==> config.mk <==
export PLATFORM = sky130hd
export DESIGN_NAME = rtpio_top
export DESIGN_NICKNAME = d
export VERILOG_FILES = /design/src/rtl/rtpio_pkg.sv /design/src/rtl/rtpio_top.sv
export SDC_FILE = /design/constraint.sdc
export NUM_CORES = 1
export LEC_CHECK = 0
export ABC_AREA = 1
export BUFFER_PORTS_ARGS = -buffer_cell sky130_fd_sc_hd__buf_4
export CAP_MARGIN = 20
export CORE_MARGIN = 5
export CORE_UTILIZATION = 60
export CTS_CLUSTER_DIAMETER = 30
export DETAILED_ROUTE_END_ITERATION = 6
export PLACE_DENSITY = 0.82
export SLEW_MARGIN = 20
export SYNTH_ARGS = -nofsm -noshare
export SYNTH_HDL_FRONTEND = slang
export SYNTH_HIERARCHICAL = 1
export SYNTH_SLANG_ARGS = --single-unit
==> constraint.sdc <==
create_clock -name clock_i -period 8.12 [get_ports clock_i]
set_clock_uncertainty 0.2 [all_clocks]
set_input_delay 1.624 -clock clock_i [delete_from_list [all_inputs] [get_ports clock_i]]
set_output_delay 1.624 -clock clock_i [all_outputs]
set_load 0.005 [all_outputs]
==> src/rtl/rtpio_pkg.sv <==
// shared types and constants of the remote ttl process i/o block
package rtpio_pkg;

  // clock and input debounce timing
  localparam int unsigned CLK_PERIOD_NS = 10;
  localparam int unsigned DEBOUNCE_NS = 20000;
  localparam int unsigned DEBOUNCE_CYCLES = (DEBOUNCE_NS + CLK_PERIOD_NS - 1) / CLK_PERIOD_NS;

  // channel counts
  localparam int unsigned NUM_CHAN = 8;
  localparam int unsigned NUM_REMOTE = 12;

  // register byte offsets
  localparam logic [7:0] REG_CHAN_CTRL = 8'h00;
  localparam logic [7:0] REG_PROC_IN = 8'h04;
  localparam logic [7:0] REG_REMOTE_IN = 8'h08;
  localparam logic [7:0] REG_CMD_STATE = 8'h0c;

  // reset values
  localparam logic [7:0] CHAN_CTRL_RST = 8'h00;
  localparam logic PIN_IDLE_RST = 1'b1;
  localparam logic PIRANI_ON_RST = 1'b1;

  // axi responses
  localparam logic [1:0] RESP_OKAY = 2'h0;
  localparam logic [1:0] RESP_SLVERR = 2'h2;

  // remote control ttl inputs, all active low except remote_ignore
  typedef struct packed {
    logic gauge_a_emit_req_n;
    logic gauge_b_emit_req_n;
    logic bakeout_req_n;
    logic emission_inhibit_n;
    logic gauge_keys_lock_n;
    logic pirani_a_shutdown_n;
    logic pirani_b_shutdown_n;
    logic log_erase_n;
    logic remote_ignore;
    logic filament_a_select_n;
    logic filament_b_select_n;
    logic panel_lock_n;
  } rtpio_remote_type;

  // commands handed to the gauge logic, active high
  typedef struct packed {
    logic gauge_a_emit;
    logic gauge_b_emit;
    logic degas;
    logic pirani_a_on;
    logic pirani_b_on;
    logic filament_a_sel;
    logic filament_b_sel;
    logic log_clear;
    logic gauge_keys_lock;
    logic panel_lock;
  } rtpio_cmd_type;

endpackage : rtpio_pkg

==> src/rtl/rtpio_top.sv <==
// remote ttl process i/o port with axi4-lite register slave
//
// Decided for this implementation: register access over AXI4-Lite and the register offsets.
`timescale 1ns/1ps

// two-flop synchroniser followed by a stability counter
module rtpio_debounce #(
  parameter int unsigned CYCLES = rtpio_pkg::DEBOUNCE_CYCLES,
  parameter logic IDLE = rtpio_pkg::PIN_IDLE_RST
) (
  input wire logic clock_i,
  input wire logic rst_i,
  input wire logic raw_i,
  output logic level_o
);
  import rtpio_pkg::*;

  localparam int unsigned CW = $clog2(CYCLES + 1);
  localparam logic [CW-1:0] CNT_LAST = CW'(CYCLES - 1);

  typedef struct packed {
    logic meta;
    logic sync;
    logic [CW-1:0] cnt;
    logic level;
  } rtpio_deb_state_type;

  rtpio_deb_state_type state_q;
  rtpio_deb_state_type state_d;

  // level only moves after the synced input held a new value for CYCLES clocks
  always_comb begin
    state_d = state_q;
    state_d.meta = raw_i;
    state_d.sync = state_q.meta; // meta is read here only
    if (state_q.sync == state_q.level) begin
      state_d.cnt = '0;
    end else if (state_q.cnt == CNT_LAST) begin
      state_d.level = state_q.sync;
      state_d.cnt = '0;
    end else begin
      state_d.cnt = state_q.cnt + CW'(1);
    end
  end

  // reset to the pin's released level, so no false edge follows reset
  always_ff @(posedge clock_i or posedge rst_i) begin
    if (rst_i) begin
      state_q <= '{meta: IDLE, sync: IDLE, cnt: '0, level: IDLE};
    end else begin
      state_q <= state_d;
    end
  end

  assign level_o = state_q.level;

endmodule : rtpio_debounce

module rtpio_top #(
  parameter int unsigned DEB_CYCLES = rtpio_pkg::DEBOUNCE_CYCLES
) (
  input wire logic clock_i,
  input wire logic rst_i,
  // remote control and process ttl pins
  input rtpio_pkg::rtpio_remote_type remote_i,
  input wire logic [7:0] proc_in_n_i,
  output logic [7:0] proc_out_n_o,
  output logic [7:0] relay_active_o,
  output rtpio_pkg::rtpio_cmd_type cmd_o,
  // axi4-lite slave
  input wire logic [7:0] s_axi_awaddr,
  input wire logic [2:0] s_axi_awprot,
  input wire logic s_axi_awvalid,
  output logic s_axi_awready,
  input wire logic [31:0] s_axi_wdata,
  input wire logic [3:0] s_axi_wstrb,
  input wire logic s_axi_wvalid,
  output logic s_axi_wready,
  output logic [1:0] s_axi_bresp,
  output logic s_axi_bvalid,
  input wire logic s_axi_bready,
  input wire logic [7:0] s_axi_araddr,
  input wire logic [2:0] s_axi_arprot,
  input wire logic s_axi_arvalid,
  output logic s_axi_arready,
  output logic [31:0] s_axi_rdata,
  output logic [1:0] s_axi_rresp,
  output logic s_axi_rvalid,
  input wire logic s_axi_rready
);
  import rtpio_pkg::*;

  localparam int unsigned NUM_IN = NUM_REMOTE + NUM_CHAN;

  typedef struct packed {
    rtpio_remote_type prev;
    logic emit_a_req;
    logic emit_b_req;
    rtpio_cmd_type cmd;
    logic [7:0] chan_active;
    logic [7:0] out_n;
    logic [7:0] relay;
    logic [7:0] aw_addr;
    logic aw_held;
    logic [31:0] w_data;
    logic [3:0] w_strb;
    logic w_held;
    logic awready;
    logic wready;
    logic bvalid;
    logic [1:0] bresp;
    logic arready;
    logic rvalid;
    logic [31:0] rdata;
    logic [1:0] rresp;
  } rtpio_state_type;

  rtpio_state_type state_q;
  rtpio_state_type state_d;

  logic [NUM_IN-1:0] raw_in;
  logic [NUM_IN-1:0] clean_in;
  rtpio_remote_type rem;
  rtpio_remote_type fall;
  rtpio_remote_type rise;
  logic [7:0] proc_asserted;

  // every pin passes its own synchroniser and debouncer
  assign raw_in = {remote_i, proc_in_n_i};
  // remote ignore idles low, every other pin idles high
  for (genvar i = 0; i < NUM_IN; i++) begin : g_deb
    rtpio_debounce #(
      .CYCLES(DEB_CYCLES),
      .IDLE((i == NUM_CHAN + 3) ? 1'b0 : PIN_IDLE_RST)
    ) u_deb (
      .clock_i(clock_i),
      .rst_i(rst_i),
      .raw_i(raw_in[i]),
      .level_o(clean_in[i])
    );
  end

  // remote pins in the upper bits, process pins in the low byte
  assign rem = clean_in[NUM_IN-1:NUM_CHAN];
  assign proc_asserted = ~clean_in[NUM_CHAN-1:0];

  // high-to-low is a fall, low-to-high a rise, on clean levels
  assign fall = state_q.prev & ~rem;
  assign rise = ~state_q.prev & rem;

  // command state, register slave and pin drivers in one next-state process
  always_comb begin
    logic aw_have;
    logic w_have;
    logic [7:0] aw_a;
    logic [31:0] w_d;
    logic [3:0] w_s;
    logic ign;
    aw_have = state_q.aw_held | (s_axi_awvalid & state_q.awready);
    w_have = state_q.w_held | (s_axi_wvalid & state_q.wready);
    aw_a = state_q.aw_held ? state_q.aw_addr : s_axi_awaddr;
    w_d = state_q.w_held ? state_q.w_data : s_axi_wdata;
    w_s = state_q.w_held ? state_q.w_strb : s_axi_wstrb;
    ign = rem.remote_ignore;
    state_d = state_q;
    state_d.prev = rem;

    // gated edge commands: ignored while remote ignore is high
    if (!ign) begin
      if (fall.gauge_a_emit_req_n) state_d.emit_a_req = 1'b1;
      if (rise.gauge_a_emit_req_n) state_d.emit_a_req = 1'b0;
      if (fall.gauge_b_emit_req_n) state_d.emit_b_req = 1'b1;
      if (rise.gauge_b_emit_req_n) state_d.emit_b_req = 1'b0;
      if (fall.bakeout_req_n) state_d.cmd.degas = 1'b1;
      if (rise.bakeout_req_n) state_d.cmd.degas = 1'b0;
      if (fall.filament_a_select_n) state_d.cmd.filament_a_sel = 1'b1;
      if (rise.filament_a_select_n) state_d.cmd.filament_a_sel = 1'b0;
      if (fall.filament_b_select_n) state_d.cmd.filament_b_sel = 1'b1;
      if (rise.filament_b_select_n) state_d.cmd.filament_b_sel = 1'b0;
    end

    // pirani and log edges are not affected by remote ignore
    if (fall.pirani_a_shutdown_n) state_d.cmd.pirani_a_on = 1'b0;
    if (rise.pirani_a_shutdown_n) state_d.cmd.pirani_a_on = 1'b1;
    if (fall.pirani_b_shutdown_n) state_d.cmd.pirani_b_on = 1'b0;
    if (rise.pirani_b_shutdown_n) state_d.cmd.pirani_b_on = 1'b1;
    state_d.cmd.log_clear = fall.log_erase_n; // one-cycle pulse, rise ignored

    // inhibit masks the outputs but keeps the requests, so emission resumes on release
    state_d.cmd.gauge_a_emit = state_d.emit_a_req & rem.emission_inhibit_n;
    state_d.cmd.gauge_b_emit = state_d.emit_b_req & rem.emission_inhibit_n;

    // panel lock covers the gauge keys too
    state_d.cmd.gauge_keys_lock = ~rem.gauge_keys_lock_n | ~rem.panel_lock_n;
    state_d.cmd.panel_lock = ~rem.panel_lock_n;

    // write channel: address and data accepted in either order
    if (s_axi_awvalid && state_q.awready) begin
      state_d.aw_held = 1'b1;
      state_d.aw_addr = s_axi_awaddr;
      state_d.awready = 1'b0;
    end
    if (s_axi_wvalid && state_q.wready) begin
      state_d.w_held = 1'b1;
      state_d.w_data = s_axi_wdata;
      state_d.w_strb = s_axi_wstrb;
      state_d.wready = 1'b0;
    end
    if (state_q.bvalid && s_axi_bready) begin
      state_d.bvalid = 1'b0;
      state_d.awready = 1'b1;
      state_d.wready = 1'b1;
    end else if (aw_have && w_have && !state_q.bvalid) begin
      state_d.aw_held = 1'b0;
      state_d.w_held = 1'b0;
      state_d.awready = 1'b0;
      state_d.wready = 1'b0;
      state_d.bvalid = 1'b1;
      if (aw_a[7:2] == REG_CHAN_CTRL[7:2]) begin
        state_d.bresp = RESP_OKAY;
        if (w_s[0]) state_d.chan_active = w_d[7:0];
      end else if (aw_a[7:2] == REG_PROC_IN[7:2] || aw_a[7:2] == REG_REMOTE_IN[7:2]
                   || aw_a[7:2] == REG_CMD_STATE[7:2]) begin
        state_d.bresp = RESP_OKAY; // read-only, write dropped
      end else begin
        state_d.bresp = RESP_SLVERR;
      end
    end

    // read channel: data captured at the address handshake
    if (state_q.rvalid && s_axi_rready) begin
      state_d.rvalid = 1'b0;
      state_d.arready = 1'b1;
    end else if (s_axi_arvalid && state_q.arready) begin
      state_d.arready = 1'b0;
      state_d.rvalid = 1'b1;
      state_d.rresp = RESP_OKAY;
      case (s_axi_araddr[7:2])
        REG_CHAN_CTRL[7:2]: state_d.rdata = {24'h000000, state_q.chan_active};
        REG_PROC_IN[7:2]: state_d.rdata = {24'h000000, proc_asserted};
        REG_REMOTE_IN[7:2]: state_d.rdata = {20'h00000, rem};
        REG_CMD_STATE[7:2]: state_d.rdata = {20'h00000, state_q.emit_b_req, state_q.emit_a_req, state_q.cmd};
        default: begin
          state_d.rdata = 32'h00000000;
          state_d.rresp = RESP_SLVERR;
        end
      endcase
    end

    // process channel pins follow the active mask one cycle later
    state_d.out_n = ~state_q.chan_active; // low while active
    state_d.relay = state_q.chan_active; // 1 = common to normally-open
  end

  // whole state registered in one place
  always_ff @(posedge clock_i or posedge rst_i) begin
    if (rst_i) begin
      state_q <= '0;
      state_q.prev <= '1;
      state_q.prev.remote_ignore <= 1'b0; // ignore pin idles low
      state_q.cmd.pirani_a_on <= PIRANI_ON_RST;
      state_q.cmd.pirani_b_on <= PIRANI_ON_RST;
      state_q.chan_active <= CHAN_CTRL_RST;
      state_q.out_n <= ~CHAN_CTRL_RST;
      state_q.relay <= CHAN_CTRL_RST;
      state_q.awready <= 1'b1;
      state_q.wready <= 1'b1;
      state_q.arready <= 1'b1;
    end else begin
      state_q <= state_d;
    end
  end

  // outputs straight from the state flops
  assign proc_out_n_o = state_q.out_n;
  assign relay_active_o = state_q.relay;
  assign cmd_o = state_q.cmd;
  assign s_axi_awready = state_q.awready;
  assign s_axi_wready = state_q.wready;
  assign s_axi_bresp = state_q.bresp;
  assign s_axi_bvalid = state_q.bvalid;
  assign s_axi_arready = state_q.arready;
  assign s_axi_rdata = state_q.rdata;
  assign s_axi_rresp = state_q.rresp;
  assign s_axi_rvalid = state_q.rvalid;

endmodule : rtpio_top

==> impl_metrics.ini <==
[sta]
report.final.slew_viol_count = 0
hold_violations = 0
rsz0062_at_grt = no
whs_ns = 0.150
tightest_slew_ns = 0.902
layout_min_cycle_time_ns = 3.04
tns_ns = 0
fmax_mhz = 328
slew_headroom = 0.399
setup_violations = 0
finalCritPeriodShare = 0.375

[routing]
antenna_left = 0
first_pass_iters = 5
wire_per_inst_um = 14.7
avgViaCountPerCell = 5.18
first_iter_violations = 801
totalWireLength_um = 36800
drc = 0
dr_total_vias = 12900

[status]
status = finished, final reports clean

[global_routing]
antenna_found_initial = 0
grt_pass1_vias = 13500
grt-ovfl-total = 0
grt_max_degree = 70
grt_usage = 0.226
grt_pass1_wl_um = 62200

[setup_path]
cp_max_fo = 3
r2r_slack_ns = 6.02
r2r_end = state_d[89]$_DFFE_PP0P_
endpoint_kind = primary output
crit_slowest_cell = dfstp_2
reg2reg_depth = 7
path_class = reg -> out
path_cells = buf_4
crit_arrival_ns = 1.22
cp_num_buf_inv = 1
cp_top_family = flip-flops
critical_path_required_ns = 6.30
cp_slowest_stage_delay_ns = 0.56
worst_setup_path_start_kind = register
regToRegStartpoint = s_axi_awready$_DFFE_PP1P_

[layout]
area.sequential_mm2 = 0.00911
area_delta_synth_final_pct = 19.0
multiInputGateArea_mm2 = 0.00696
drive_gt1_frac = 0.241
final_util = 0.723
fin_nets = 2165
num-fill-cells = 2018
antenna_cells = 0

[flow_run]
drv_cap = 0

[clock_network]
post_cts_resized = 0
tritoncts = built
htreeDepth = 3
clk_pin_slew_ns = 0.05
cts_setup_buffers = 0
cts_root_buf = clkbuf_16
ctsHoldBuffers = 0
cts.sinks = 360
clock_latency_ns = 0.55
cts-buffers-inserted = 72
max-clock-path-buffers = 3

[synth]
syn_avg_cell_area_um2 = 9.03
ys_warn_count = 6
yosys_register_bits = 360
synth_edf_count = 0
netlist_area_mm2 = 0.0175
ys_seq_area_frac = 0.520
synth_ff_type = dfrtp_1
synthArstFlopShare = 1.00
yosysUniqueCellTypes = 30
netlist_instances = 1937

[floorplan]
pin_count = 152
core_area_mm2 = 0.0288
rows = 62
start_util = 0.608
die_h_um = 181
die_w_um = 181
die_area_mm2 = 0.0327

[worst_hold_path]
worstHoldStart = g_deb[10].u_deb/state_d[12]$_DFF_PP1_
holdPathEnd = g_deb[10].u_deb/state_q[12]$_DFF_PP1_
worstHoldPathCells = 0
hp-class = reg -> reg

[placement]
port_buffers = 92
dpl.hpwl_um = 24600
gp_congestion = 0.836

[power]
power_leakage_uw = 0.00936
power_density_mw_per_mm2 = 262
ir_drop_v = 0.000240
-- worst max-delay path by stage --
stage | slack (ns) | cells past startpoint | start | to
global route | 5.05 | 1 | s_axi_arready$_DFFE_PP1P_ | s_axi_arready
global placement | 4.90 | 8 | s_axi_awvalid | state_d[87]$_DFFE_PP0P_
floorplan | 4.28 | 1 | rst_i | cmd_o[0]$_DFF_PP0_
detailed placement | 4.89 | 8 | s_axi_awvalid | state_d[88]$_DFFE_PP0P_
finish | 5.08 | 1 | s_axi_wready$_DFFE_PP1P_ | s_axi_wready
CTS | 5.05 | 1 | s_axi_arready$_DFFE_PP1P_ | s_axi_arready
-- state kept, by name, indices dropped and copies added, names as in the netlist, 8 cells and up --
name                 flops
g_deb.u_deb/state_q    240
state_q                 27
g_deb.u_deb/level_o     20
g_deb.u_deb/state_d     20
s_axi_rdata             12
cmd_o                   10
proc_out_n_o             8
relay_active_o           8
state_d                  8
-- cells in the mapped netlist (40+ instances only) --
cell / n / share of area
nor2_1: 344 / 0.074
nand2_1: 299 / 0.064
dfrtp_1: 282 / 0.40
inv_1: 262 / 0.056
nand3_1: 142 / 0.041
a21oi_1: 88 / 0.025
dfstp_2: 78 / 0.12
buf_4: 63 / 0.027
nand3_2: 45 / 0.026
nand2_2: 42 / 0.015
nor2_4: 42 / 0.027
xor2_1: 40 / 0.020
-- per-layer routing --
layer	share of wire	GRT usage	up-vias
li1	-	-	6225
met1	0.40	0.272	6285
met2	0.52	0.396	325
met3	0.049	0.0471	94
met4	0.031	0.0971	0
met5	0	0	-
-- cell families (layout without fill, tap and decap cells) --
| kind of cell | Yosys count | in the layout | share of synthesized area |
|---|---|---|---|
| simple gates | 986 | 986 | 0.283 |
| flops | 360 | 360 | 0.520 |
| buf+inv | 337 | 491 | 0.0862 |
| compound gates | 147 | 147 | 0.0427 |
| xor+xnor | 80 | 80 | 0.0486 |
| fa+ha+maj | 25 | 25 | 0.0179 |
| other cells | 1 | 22 | 0.000214 |
| mux | 1 | 1 | 0.000643 |
-- stage by stage --
stage          std cells  instance area (um2)  worst slack (ns)  power, uW
6_report            2496                20800              5.08       5450
2_1_floorplan       1958                17600              4.28       2300
3_3_place_gp        2365                18300              4.90       2390
4_1_cts             2496                20800              5.05       5500
3_5_place_dp        2365                18300              4.89       2410
5_1_grt             2496                20800              5.05       5660
-- layout make-up --
cell class,count,share of cell area
Tap cell,384,0.0231
Sequential cell,360,0.437
Timing Repair Buffer,94,0.0339
Inverter,266,0.0480
Multi-Input combinational cell,1261,0.335
Clock buffer,99,0.0992
Clock inverter,32,0.0239
-- cell usage in the layout, fill, tap and decap left out, drive strengths merged --
| cell | count |
|---|---|
| clkbuf | 99 |
| xnor2 | 20 |
| nand3 | 187 |
| nand2 | 341 |
| clkinvlp | 5 |
| a31oi | 1 |
| dfrtp | 282 |
| buf | 94 |
| o21ai | 52 |
| nor2 | 408 |
| ha | 25 |
| mux2 | 1 |
| bufinv | 11 |
| nor3 | 21 |
| xor2 | 60 |
| conb | 22 |
| o22ai | 4 |
| inv | 267 |
| dfstp | 78 |
| nor3b | 20 |
| clkinv | 15 |
| a21oi | 88 |
| nand4 | 9 |
| o211ai | 2 |
-- report_power, final --
group          total (uW)  switching [uW]  internal (uW)
Sequential           2030            83.6           1950
Combinational         358             214            144
Clock                3060             937           2120
Power figures use the tool's default switching activity.
